## src/rtl/eba_consts.vh

```
/*
 * Constants of the eight-bit accumulator arithmetic datapath: operation
 * codes, flag bit positions, register port offsets, reset values and
 * machine-cycle timing counts.
 * Assumes it is included by bare name from the design files, once per file.
 */
`ifndef EBA_CONSTS_VH
`define EBA_CONSTS_VH

// ****************************************************************
// Operation codes
// ****************************************************************
`define EBA_OP_ADC_R      4'h0
`define EBA_OP_SUB_R      4'h1
`define EBA_OP_SUBB_R     4'h2
`define EBA_OP_AND_R      4'h3
`define EBA_OP_DEC_ADJ    4'h4
`define EBA_OP_NEGATE     4'h5
`define EBA_OP_CARRY_INV  4'h6
`define EBA_OP_CARRY_SET  4'h7
`define EBA_OP_ADD_N      4'h8
`define EBA_OP_ADC_N      4'h9
`define EBA_OP_ADD_R      4'ha

// ****************************************************************
// Flag bit positions in the flag register
// ****************************************************************
`define EBA_FLAG_S        7
`define EBA_FLAG_Z        6
`define EBA_FLAG_H        4
`define EBA_FLAG_PV       2
`define EBA_FLAG_N        1
`define EBA_FLAG_C        0

// ****************************************************************
// Register port offsets and reset values
// ****************************************************************
`define EBA_ADDR_ACC      2'h0
`define EBA_ADDR_FLAGS    2'h1
`define EBA_ADDR_STATUS   2'h2
`define EBA_ACC_RESET     8'h00
`define EBA_FLAGS_RESET   8'h00

// ****************************************************************
// Timing in clock states (one state is one SYS_CLK cycle)
// ****************************************************************
`define EBA_MC_STATES     4'h4
`define EBA_IMM_STATES    4'h7
`define EBA_NEGATE_STATES 4'h8

// ****************************************************************
// Decimal adjust correction values
// ****************************************************************
`define EBA_ADJ_LOW       8'h06
`define EBA_ADJ_HIGH      8'h60

`endif

```

## src/rtl/eba_addsub.v

```verilog
/*
 * Eight-bit adder/subtractor with carry in, giving the sum together with
 * the half-carry, carry and signed overflow conditions.
 * Assumes its inputs are stable for the cycle; it is purely combinational.
 */
`timescale 1ns/1ps

module eba_addsub (
    input  wire [7:0] a,
    input  wire [7:0] b,
    input  wire       cin,
    input  wire       sub,
    output wire [7:0] sum,
    output wire       half,
    output wire       carry,
    output wire       ovf
);

    // ****************************************************************
    // Subtraction as addition of the inverted operand
    // ****************************************************************
    wire [7:0] b_x;
    wire       c_x;
    wire [4:0] low_sum;
    wire [8:0] full_sum;

    // Borrow in becomes inverted carry in when subtracting
    assign b_x      = sub ? ~b : b;
    assign c_x      = sub ? ~cin : cin;
    assign low_sum  = {1'b0, a[3:0]} + {1'b0, b_x[3:0]} + {4'h0, c_x};
    assign full_sum = {1'b0, a} + {1'b0, b_x} + {8'h00, c_x};

    // Results; a missing carry out means a borrow
    assign sum   = full_sum[7:0];
    assign half  = sub ? ~low_sum[4] : low_sum[4];
    assign carry = sub ? ~full_sum[8] : full_sum[8];
    assign ovf   = (a[7] == b_x[7]) && (full_sum[7] != a[7]);

endmodule

```

## src/rtl/eba_alu.v

```verilog
/*
 * Accumulator arithmetic and logic datapath: holds the accumulator and
 * the flag register, runs one operation at a time for its documented
 * number of clock states, and commits result and flags at the end.
 * Assumes the instruction decoder drives OP_START, OP_CODE and OPERAND
 * from logic on SYS_CLK, and supplies the immediate byte on OPERAND in
 * the last state of the first machine cycle.
 */
// Implementation choices: the address map and the strobed register port.
`timescale 1ns/1ps
`include "eba_consts.vh"

module eba_alu (
    input  wire       SYS_CLK,
    input  wire       RST,
    input  wire       OP_START,
    input  wire [3:0] OP_CODE,
    input  wire [7:0] OPERAND,
    input  wire [1:0] REG_ADDR,
    input  wire [7:0] REG_WDATA,
    input  wire       REG_WR,
    input  wire       REG_RD,
    output reg  [7:0] REG_RDATA,
    output reg  [7:0] ACC,
    output reg  [7:0] FLAGS,
    output reg        BUSY,
    output reg        OP_DONE
);

    // ****************************************************************
    // Sequencer states
    // ****************************************************************
    localparam ST_IDLE = 1'b0;
    localparam ST_RUN  = 1'b1;

    // ****************************************************************
    // Decoding helpers
    // ****************************************************************

    // Number of clock states an operation occupies
    function [3:0] op_states;
        input [3:0] op;
        begin
            case (op)
                `EBA_OP_NEGATE: op_states = `EBA_NEGATE_STATES;
                `EBA_OP_ADD_N: op_states = `EBA_IMM_STATES;
                `EBA_OP_ADC_N: op_states = `EBA_IMM_STATES;
                default:       op_states = `EBA_MC_STATES;
            endcase
        end
    endfunction

    // Immediate forms take their operand in the last state of the first machine cycle
    function is_imm;
        input [3:0] op;
        begin
            is_imm = (op == `EBA_OP_ADD_N) || (op == `EBA_OP_ADC_N);
        end
    endfunction

    // Legal operation codes
    function is_legal;
        input [3:0] op;
        begin
            is_legal = (op <= `EBA_OP_ADD_R);
        end
    endfunction

    // Even parity of a byte gives a one
    function parity_even;
        input [7:0] v;
        integer i;
        reg     p;
        begin
            p = 1'b1;
            for (i = 0; i < 8; i = i + 1) begin
                p = p ^ v[i];
            end
            parity_even = p;
        end
    endfunction

    // ****************************************************************
    // State
    // ****************************************************************
    reg       state;
    reg [3:0] op_q;
    reg [7:0] opnd_q;
    reg [3:0] cnt;
    reg [3:0] last_cnt;

    // Next values of the sequencer
    reg       next_state;
    reg [3:0] next_cnt;

    // Result of the running operation
    reg [7:0] next_acc;
    reg [7:0] next_flags;

    // Adder hookup
    reg  [7:0] add_a;
    reg  [7:0] add_b;
    reg        add_cin;
    reg        add_sub;
    wire [7:0] add_sum;
    wire       add_half;
    wire       add_carry;
    wire       add_ovf;

    // Decimal adjust intermediates
    reg        adj_lo_fix;
    reg        adj_hi_fix;
    reg  [7:0] adj_corr;
    reg  [7:0] adj_res;

    // Current flag bits, start acceptance and commit condition for readability
    wire cur_c;
    wire cur_h;
    wire cur_n;
    wire start_ok;
    wire commit;

    assign cur_c    = FLAGS[`EBA_FLAG_C];
    assign cur_h    = FLAGS[`EBA_FLAG_H];
    assign cur_n    = FLAGS[`EBA_FLAG_N];
    assign start_ok = (state == ST_IDLE) && OP_START && is_legal(OP_CODE);
    assign commit   = (state == ST_RUN) && (cnt == last_cnt);

    // ****************************************************************
    // Shared adder/subtractor
    // ****************************************************************
    eba_addsub u_addsub (
        .a     (add_a),
        .b     (add_b),
        .cin   (add_cin),
        .sub   (add_sub),
        .sum   (add_sum),
        .half  (add_half),
        .carry (add_carry),
        .ovf   (add_ovf)
    );

    // Operand steering for each operation
    always @* begin
        add_a   = ACC;
        add_b   = opnd_q;
        add_cin = 1'b0;
        add_sub = 1'b0;
        case (op_q)
            `EBA_OP_ADC_R: add_cin = cur_c;
            `EBA_OP_ADC_N: add_cin = cur_c;
            `EBA_OP_SUB_R: add_sub = 1'b1;
            `EBA_OP_SUBB_R: begin
                add_sub = 1'b1;
                add_cin = cur_c;
            end
            `EBA_OP_NEGATE: begin
                add_a   = 8'h00;
                add_b   = ACC;
                add_sub = 1'b1;
            end
            `EBA_OP_DEC_ADJ: begin
                add_b   = adj_corr;
                add_sub = cur_n;
            end
            default: begin
                add_cin = 1'b0;
            end
        endcase
    end

    // ****************************************************************
    // Decimal adjust correction
    // ****************************************************************

    // Correction chosen from prior C, H, N and the two digits
    always @* begin
        adj_lo_fix = cur_h || (ACC[3:0] > 4'h9);
        adj_hi_fix = cur_c || (ACC > 8'h99);
        if (cur_n) begin
            adj_lo_fix = cur_h;
            adj_hi_fix = cur_c;
        end
        adj_corr = (adj_lo_fix ? `EBA_ADJ_LOW : 8'h00)
                 | (adj_hi_fix ? `EBA_ADJ_HIGH : 8'h00);
    end

    // Adjusted byte comes back from the shared adder; kept apart so
    // the correction and the sum never sit in one looping process
    always @* begin
        adj_res = add_sum;
    end

    // ****************************************************************
    // Result and flag computation
    // ****************************************************************

    // Flags not named by an operation keep their value
    always @* begin
        next_acc   = ACC;
        next_flags = FLAGS;
        case (op_q)
            `EBA_OP_ADC_R, `EBA_OP_ADC_N, `EBA_OP_ADD_N, `EBA_OP_ADD_R,
            `EBA_OP_SUB_R, `EBA_OP_SUBB_R, `EBA_OP_NEGATE: begin
                next_acc                = add_sum;
                next_flags[`EBA_FLAG_S]  = add_sum[7];
                next_flags[`EBA_FLAG_Z]  = (add_sum == 8'h00);
                next_flags[`EBA_FLAG_H]  = add_half;
                next_flags[`EBA_FLAG_PV] = add_ovf;
                next_flags[`EBA_FLAG_N]  = add_sub;
                next_flags[`EBA_FLAG_C]  = add_carry;
            end
            `EBA_OP_AND_R: begin
                next_acc                = ACC & opnd_q;
                next_flags[`EBA_FLAG_S]  = next_acc[7];
                next_flags[`EBA_FLAG_Z]  = (next_acc == 8'h00);
                next_flags[`EBA_FLAG_H]  = 1'b1;
                next_flags[`EBA_FLAG_PV] = parity_even(next_acc);
                next_flags[`EBA_FLAG_N]  = 1'b0;
                next_flags[`EBA_FLAG_C]  = 1'b0;
            end
            `EBA_OP_DEC_ADJ: begin
                next_acc                = adj_res;
                next_flags[`EBA_FLAG_S]  = adj_res[7];
                next_flags[`EBA_FLAG_Z]  = (adj_res == 8'h00);
                next_flags[`EBA_FLAG_PV] = parity_even(adj_res);
                next_flags[`EBA_FLAG_C]  = adj_hi_fix;
                if (cur_n) begin
                    next_flags[`EBA_FLAG_H] = cur_h && (ACC[3:0] < 4'h6);
                end else begin
                    next_flags[`EBA_FLAG_H] = (ACC[3:0] > 4'h9);
                end
            end
            `EBA_OP_CARRY_INV: begin
                next_flags[`EBA_FLAG_H] = cur_c;
                next_flags[`EBA_FLAG_C] = ~cur_c;
                next_flags[`EBA_FLAG_N] = 1'b0;
            end
            `EBA_OP_CARRY_SET: begin
                next_flags[`EBA_FLAG_C] = 1'b1;
                next_flags[`EBA_FLAG_H] = 1'b0;
                next_flags[`EBA_FLAG_N] = 1'b0;
            end
            default: begin
                next_acc = ACC;
            end
        endcase
    end

    // ****************************************************************
    // Sequencer
    // ****************************************************************

    // State counting through the clock states of one operation
    always @* begin
        next_state = state;
        next_cnt   = cnt;
        case (state)
            ST_IDLE: begin
                if (start_ok) begin
                    next_state = ST_RUN;
                    next_cnt   = 4'h0;
                end
            end
            ST_RUN: begin
                if (commit) begin
                    next_state = ST_IDLE;
                    next_cnt   = 4'h0;
                end else begin
                    next_cnt = cnt + 4'h1;
                end
            end
            default: begin
                next_state = ST_IDLE;
                next_cnt   = 4'h0;
            end
        endcase
    end

    // Sequencer registers and operand capture
    always @(posedge SYS_CLK or posedge RST) begin
        if (RST) begin
            state    <= ST_IDLE;
            cnt      <= 4'h0;
            op_q     <= `EBA_OP_ADC_R;
            opnd_q   <= 8'h00;
            last_cnt <= 4'h0;
        end else begin
            state <= next_state;
            cnt   <= next_cnt;
            if (start_ok) begin
                op_q     <= OP_CODE;
                opnd_q   <= OPERAND;
                last_cnt <= op_states(OP_CODE) - 4'h1;
            end else if (state == ST_RUN && is_imm(op_q)
                         && cnt == `EBA_MC_STATES - 4'h1) begin
                opnd_q <= OPERAND;
            end
        end
    end

    // ****************************************************************
    // Accumulator, flags and status outputs
    // ****************************************************************

    // Commit at the last state; software writes only while idle
    always @(posedge SYS_CLK or posedge RST) begin
        if (RST) begin
            ACC     <= `EBA_ACC_RESET;
            FLAGS   <= `EBA_FLAGS_RESET;
            BUSY    <= 1'b0;
            OP_DONE <= 1'b0;
        end else begin
            BUSY    <= (next_state == ST_RUN);
            OP_DONE <= commit;
            if (commit) begin
                ACC   <= next_acc;
                FLAGS <= next_flags;
            end else if (state == ST_IDLE && !start_ok && REG_WR) begin
                if (REG_ADDR == `EBA_ADDR_ACC) begin
                    ACC <= REG_WDATA;
                end
                if (REG_ADDR == `EBA_ADDR_FLAGS) begin
                    FLAGS <= REG_WDATA;
                end
            end
        end
    end

    // ****************************************************************
    // Register read port
    // ****************************************************************

    // Read data stand for exactly the cycle after the strobe
    always @(posedge SYS_CLK or posedge RST) begin
        if (RST) begin
            REG_RDATA <= 8'h00;
        end else if (REG_RD) begin
            case (REG_ADDR)
                `EBA_ADDR_ACC:    REG_RDATA <= ACC;
                `EBA_ADDR_FLAGS:  REG_RDATA <= FLAGS;
                `EBA_ADDR_STATUS: REG_RDATA <= {4'h0, op_q[2:0] & 3'h0, BUSY};
                default:          REG_RDATA <= 8'h00;
            endcase
        end else begin
            REG_RDATA <= 8'h00;
        end
    end

endmodule

```

## config.mk

```make
export PLATFORM = sky130hd
export DESIGN_NAME = eba_alu
export DESIGN_NICKNAME = d
export VERILOG_FILES = /design/src/rtl/eba_addsub.v /design/src/rtl/eba_alu.v
export VERILOG_INCLUDE_DIRS = /design/src /design/src/rtl
export SDC_FILE = /design/constraint.sdc
export NUM_CORES = 1
export LEC_CHECK = 0
export BUFFER_PORTS_ARGS = -buffer_cell sky130_fd_sc_hd__buf_4
export CORE_UTILIZATION = 30
export DETAILED_ROUTE_END_ITERATION = 6
export GPL_ROUTABILITY_DRIVEN = 0
export PLACE_DENSITY = 0.48
export SLEW_MARGIN = 20
export SYNTH_ARGS = -nofsm -noshare
export SYNTH_HDL_FRONTEND = slang
export SYNTH_SLANG_ARGS = --single-unit
```

## constraint.sdc

```tcl
create_clock -name SYS_CLK -period 8.15 [get_ports SYS_CLK]
set_input_delay 1.2225 -clock SYS_CLK [delete_from_list [all_inputs] [get_ports SYS_CLK]]
set_output_delay 1.2225 -clock SYS_CLK [all_outputs]
set_load 0.005 [all_outputs]
```

-- Word level (Yosys, flattened, before mapping)
Cells that the tools add are included.
- order comparisons: 4
- div/mod/pow operators: 0
- reduce and logical (&&, ||, !) cells: 33
- add/subtract/negate cells: 6
- eq/ne operators: 24
- shift-type cells: 0
- muxes and demuxes: 37
- $mul: 0
- bitwise logic cells: 25
- operator list (cell ; number):
    8-bit two-way mux ; 11
    8-bit one-hot mux with 2 select lines ; 2
    8-bit one-hot mux with 3 select lines ; 1
    4-bit by 3-bit equality test with 1-bit output (second input constant) ; 5
    4-bit equality test (second input constant) ; 5
    3-bit AND reduction ; 6
    8-bit logical NOT ; 2
    4-bit one-hot mux with 2 select lines ; 2
    1-bit bitwise XOR ; 14
    4-bit by 2-bit equality test with 1-bit output (second input constant) ; 3
    4-bit two-way mux ; 3
    1-bit one-hot mux with 5 select lines ; 2
    8-bit by 8-bit adder with 9-bit output ; 1
    9-bit by 1-bit adder with 9-bit output ; 1
    1-bit logical AND ; 9
    1-bit two-way mux ; 9
    3-bit OR reduction ; 3
    8-bit AND ; 1
    8-bit > comparator (second input constant) ; 1
    1-bit NOT ; 8
    8-bit NOT ; 1
    2-bit nonzero test ; 4
    8-bit OR reduction ; 1
    7-bit two-way mux ; 1
    other kinds (28) ; 33
- memories kept: 0
- bits in registers: 46
- latch bits: 0
- output and inout bits: 26
- bits of input ports: 27
- memory bits (writable): 0
- bits in read-only memories: 0

-- Longest topological paths before layout
- depth after elaboration: 20
- gate-level depth with buffers: 17
- depth with buffers taken out: 14

-- By module
A second synthesis with hierarchy kept.
- cell total of the unflattened synthesis: 352
- area total of the unflattened synthesis: 3311.9 um^2
- by module, submodules not included (module ; cells an instance ; area each (um^2) ; seq. area each (um^2) ; instances):
    eba_alu ; 302 ; 2887.8 ; 1151.1 ; 1
    eba_addsub ; 50 ; 424.2 ; 0.0 ; 1

-- Worst setup path before layout
No wires, ideal clock.
- path kind: flip-flop to flip-flop
- from: register op_q[3]
- to: register FLAGS[2]
- buffers on the path: 3
- library setup time: 0.069 ns
- arrival: 3.628 ns
- cell stages (with the launch flop): 17
- path slack: 4.453 ns
- path through: dfrtp_1 > clkbuf_2 > nor2_1 > and3_1 > clkbuf_1 > clkbuf_1 > a22oi_1 > xnor2_1 > fa_1 > inv_1 > fa_1 > ha_1 > xor2_1 > xnor2_1 > xor3_1 > nand4bb_1 > nand3_1
- longest elaborated chain between the ends: 16
- ends and longest elaborated chain (what ; RTL line ; RTL):
    start, declared ; eba_alu.v:87 ; reg [3:0] op_q;
    start signal, assigned ; eba_alu.v:285 ; op_q <= `EBA_OP_ADC_R;
    4-bit by 1-bit equality test with 1-bit output, or another cell as far along ; eba_alu.v:149, eba_alu.v:202 ;
    3-bit OR reduction (no line) or 8-bit one-hot mux with 2 select lines (tied branches) ; n/a ;
    1-bit one-hot mux with 2 select lines, or another cell as far along ; eba_alu.v:149 ; case (op_q)
    8-bit two-way mux or 1-bit NOT (tied branches) ; eba_addsub.v:28, eba_addsub.v:29 ;
    8-bit by 8-bit adder with 9-bit output or 1-bit two-way mux (tied branches) ; eba_addsub.v:31, eba_addsub.v:29 ;
    9-bit by 1-bit adder with 9-bit output ; eba_addsub.v:31 ; assign full_sum = {1'b0, a} + {1'b0, b_x} + {8'h00, c_x};
    1-bit NOT (no line) ; n/a ;
    1-bit bitwise XOR (7 in a row) ; eba_alu.v:77 ; p = p ^ v[i];
    1-bit one-hot mux with 3 select lines ; eba_alu.v:202 ; case (op_q)
    8-bit two-way mux ; eba_alu.v:316 ; if (commit) begin
    end signal, assigned ; eba_alu.v:310 ; FLAGS <= `EBA_FLAGS_RESET;
    end signal, assigned ; eba_alu.v:318 ; FLAGS <= next_flags;
    end, declared ; eba_alu.v:25 ; output reg [7:0] FLAGS,
Several ways; a longest one is shown, not always the timed one.
A chain may end at the register's enable or synchronous reset.

-- Worst setup path in the final report
Same ends and word-level chain as after synthesis.

==> reports/results.ini <==
[outcome]
status = finished clean

[critical_path]
cp_cell_sequence = nor2_1 -> and3_1 -> a22oi_1 -> xnor2_1 -> fa_1 -> inv_1 -> fa_1 -> ha_1 -> xor2_1 -> xnor2_1 -> xor3_1 -> nand4bb_1 -> nand3_1
worst_ep_arrival_time_ns = 4.18
worst_path_max_delay_cell = sky130_fd_sc_hd__dfrtp_1
critPathKind = flop to flop
cp_data_required_time_ns = 8.40
critPathMaxStageDelay_ns = 0.55
crit_start = op_q[3]
critPathLaunchType = flop
regToRegStartpoint = op_q[3]
critical_path_peak_fanout = 16
critical_path.endpoint_type = flop

[global_route]
via_count_of_the_first_global_routing_pass = 2676
global_route.overflow_total = 0
number_of_antenna_violations_at_the_first_check_in_global_routing = 0
grt_start_max_net_pins = 47
grt_use_total = 0.165
grt_pass1_wl_mm = 14.4

[detailed_routing]
post_drt_wl_per_cell_um = 16.5
initialDrtViolationCount = 117
drt_pre_antenna_iters = 4
drt.antenna.violating_nets = 0
route.detailed.drc = 0
vias_per_cell = 5.09
detail_route.wirelength_mm = 8.74
via_count = 2705

[timing]
setup_viol_count_final = 0
final_clock_skew_ns = 0.00959
rsz0062_at_grt = no
final.period_utilization = 0.483
setup-tns-final_ns = 0
worstMarginPinSlew_ns = 0.829
timing.final.ws_setup_ns = 4.21
finalCriticalPeriod_ns = 3.94
maxSlewViolCount = 0
fmaxAchievable_mhz = 254
hold_viol_final = 0
slew_headroom = 0.447

[layout]
commonest_cells_after_routing_fill_and_taps_aside = sky130_fd_sc_hd__buf_4 (53), sky130_fd_sc_hd__dfrtp_1 (46), sky130_fd_sc_hd__nand2_1 (36)
final_layout_size_suffix_gt1_frac = 0.241
commonest_non_fill_non_tap_cell_in_the_layout = sky130_fd_sc_hd__buf_4
antenna_cells = 0
area_growth_pct = 17.8
num-nets-final = 434

[floorplanning]
die_w_um = 106
io_pins = 53
core_area_sq_um = 10400
die_y_um = 106
floorplan.die_area_sq_um = 11300
initial_core_util = 0.312
std_cell_rows = 37

[clock_network]
cts_buffer_depth = 2
clock_latency_ns = 0.31
numCtsBuffers = 5
clkTransAtPathRegs_ns = 0.10
postCtsResizedCells = 0
tritoncts_clock_tree = built
clkSinkCount = 46
cts_post_setup_buffers_inserted = 0
clock_tree.htree_level_count = 2
hold_buffers = 0
cts.root.buffer_cell = sky130_fd_sc_hd__clkbuf_8

[worst_hold_path]
timing.hold.worst.start = last_cnt[1]
worst_hold_path_type = flop to flop

[placed_design]
worst_setup_slack_post_dpl_ns = 4.22
dp_hpwl_mm = 6.85
io_buffer_count = 52

[synth]
synth.cell_area_sq_um = 3250
ys_types = 58
synth.yosys.seq_area_share = 0.354
postSynthNetCount = 390
yosys_most_used_dff = sky130_fd_sc_hd__dfrtp_1
syn_area_per_cell_sq_um = 9.26
yosys_warnings = 0
synth-async-reset-ratio = 1.00
syn_inst_count = 351
cell_types_with_the_largest_area_share_after_synthesis = sky130_fd_sc_hd__dfrtp_1 (35%), sky130_fd_sc_hd__mux2_2 (6.2%), sky130_fd_sc_hd__nand2_1 (4.2%), sky130_fd_sc_hd__ha_1 (3.8%), sky130_fd_sc_hd__xnor2_1 (3.8%)
ys_seq_elements = 46
synth_top_cell_by_area = sky130_fd_sc_hd__dfrtp_1
synthDominantCellAreaShare = 0.354
synth-edff-count = 0

[run]
maxCapViolCount = 0

==> critical path: cells and delay by family (launching register included) <==
kind                     cells  cell delay, ns
AO/OA/AOI/OAI                1            0.19
flip-flops                   1            0.55
buffers and inverters        1            0.09
AND/OR/NAND/NOR              4            0.96
XOR/XNOR                     4            0.93
adder cells (fa/ha/maj)      3            1.16
==> cells in the mapped netlist (all sizes together) (4+ instances only) <==
library cell	count
nand3	6
nor2	32
dfrtp	46
o22ai	5
nand2b	7
nand4	4
o21ai	23
mux2	18
mux2i	11
buf	7
xor2	9
clkbuf	9
a22oi	7
nor2b	13
nand2	36
ha	10
or2	5
a211oi	4
a31oi	4
inv	12
a21oi	19
xnor2	14
a21o	4
==> registers in the layout (all words and copies together), names as in the netlist <==
| register | count |
|---|---|
| REG_RDATA | 8 |
| OP_DONE | 1 |
| BUSY | 1 |
| op_q | 4 |
| FLAGS | 8 |
| cnt | 4 |
| opnd_q | 8 |
| last_cnt | 4 |
| ACC | 8 |
==> logic make-up (layout without fill, tap and decap cells) <==
family | count (synthesis) | in the layout | synth area share
flops | 46 | 46 | 0.354
xor+xnor | 27 | 27 | 0.0901
mux | 29 | 29 | 0.0962
compound gates | 84 | 84 | 0.176
buf+inv | 28 | 72 | 0.0354
fa+ha+maj | 12 | 12 | 0.0508
simple gates | 125 | 125 | 0.198
==> through the flow <==
step	cells	utilization	hold slack [ns]	cell area, sq um
5_1_grt	531	0.368	0.530	3830
3_5_place_dp	524	0.360	0.484	3750
6_report	531	0.368	0.498	3830
4_1_cts	531	0.367	0.503	3830
2_1_floorplan	351	-	0.462	3250
3_3_place_gp	524	0.360	0.475	3750
==> worst paths after layout <==
| check | endpoint | slack, ns | depth (start not counted) |
|---|---|---|---|
| max reg2reg | FLAGS[2] | 4.21 | 13 |
| min in group asynchronous | BUSY | 1.05 | 2 |
| max | FLAGS[2] | 4.21 | 13 |
| max in group asynchronous | FLAGS[6] | 6.60 | 2 |
| min reg2reg | last_cnt[1] | 0.50 | 1 |
| min | last_cnt[1] | 0.50 | 1 |
==> per-layer routing <==
metal | part of all wire | GRT usage | vias up
met2 | 0.44 | 0.257 | 65
met4 | 0.0041 | 0.0327 | 0
met3 | 0.043 | 0.0270 | 2
met1 | 0.51 | 0.240 | 1310
met5 | 0 | 0 | -
li1 | - | - | 1328
==> layout make-up <==
cell class / count / area, sq um
fillers: 1103 / 6590
multi-input cells: 277 / 1980
flip-flops and latches: 46 / 1150
repair buffers: 53 / 398
well taps: 136 / 170
clock buffers: 5 / 68.8
inverters: 12 / 46.3
clock inverters: 2 / 10.0
Power is left out: the tool's default activity adds up to more than one toggle a clock period on the data nets, which glitch-free logic cannot reach.
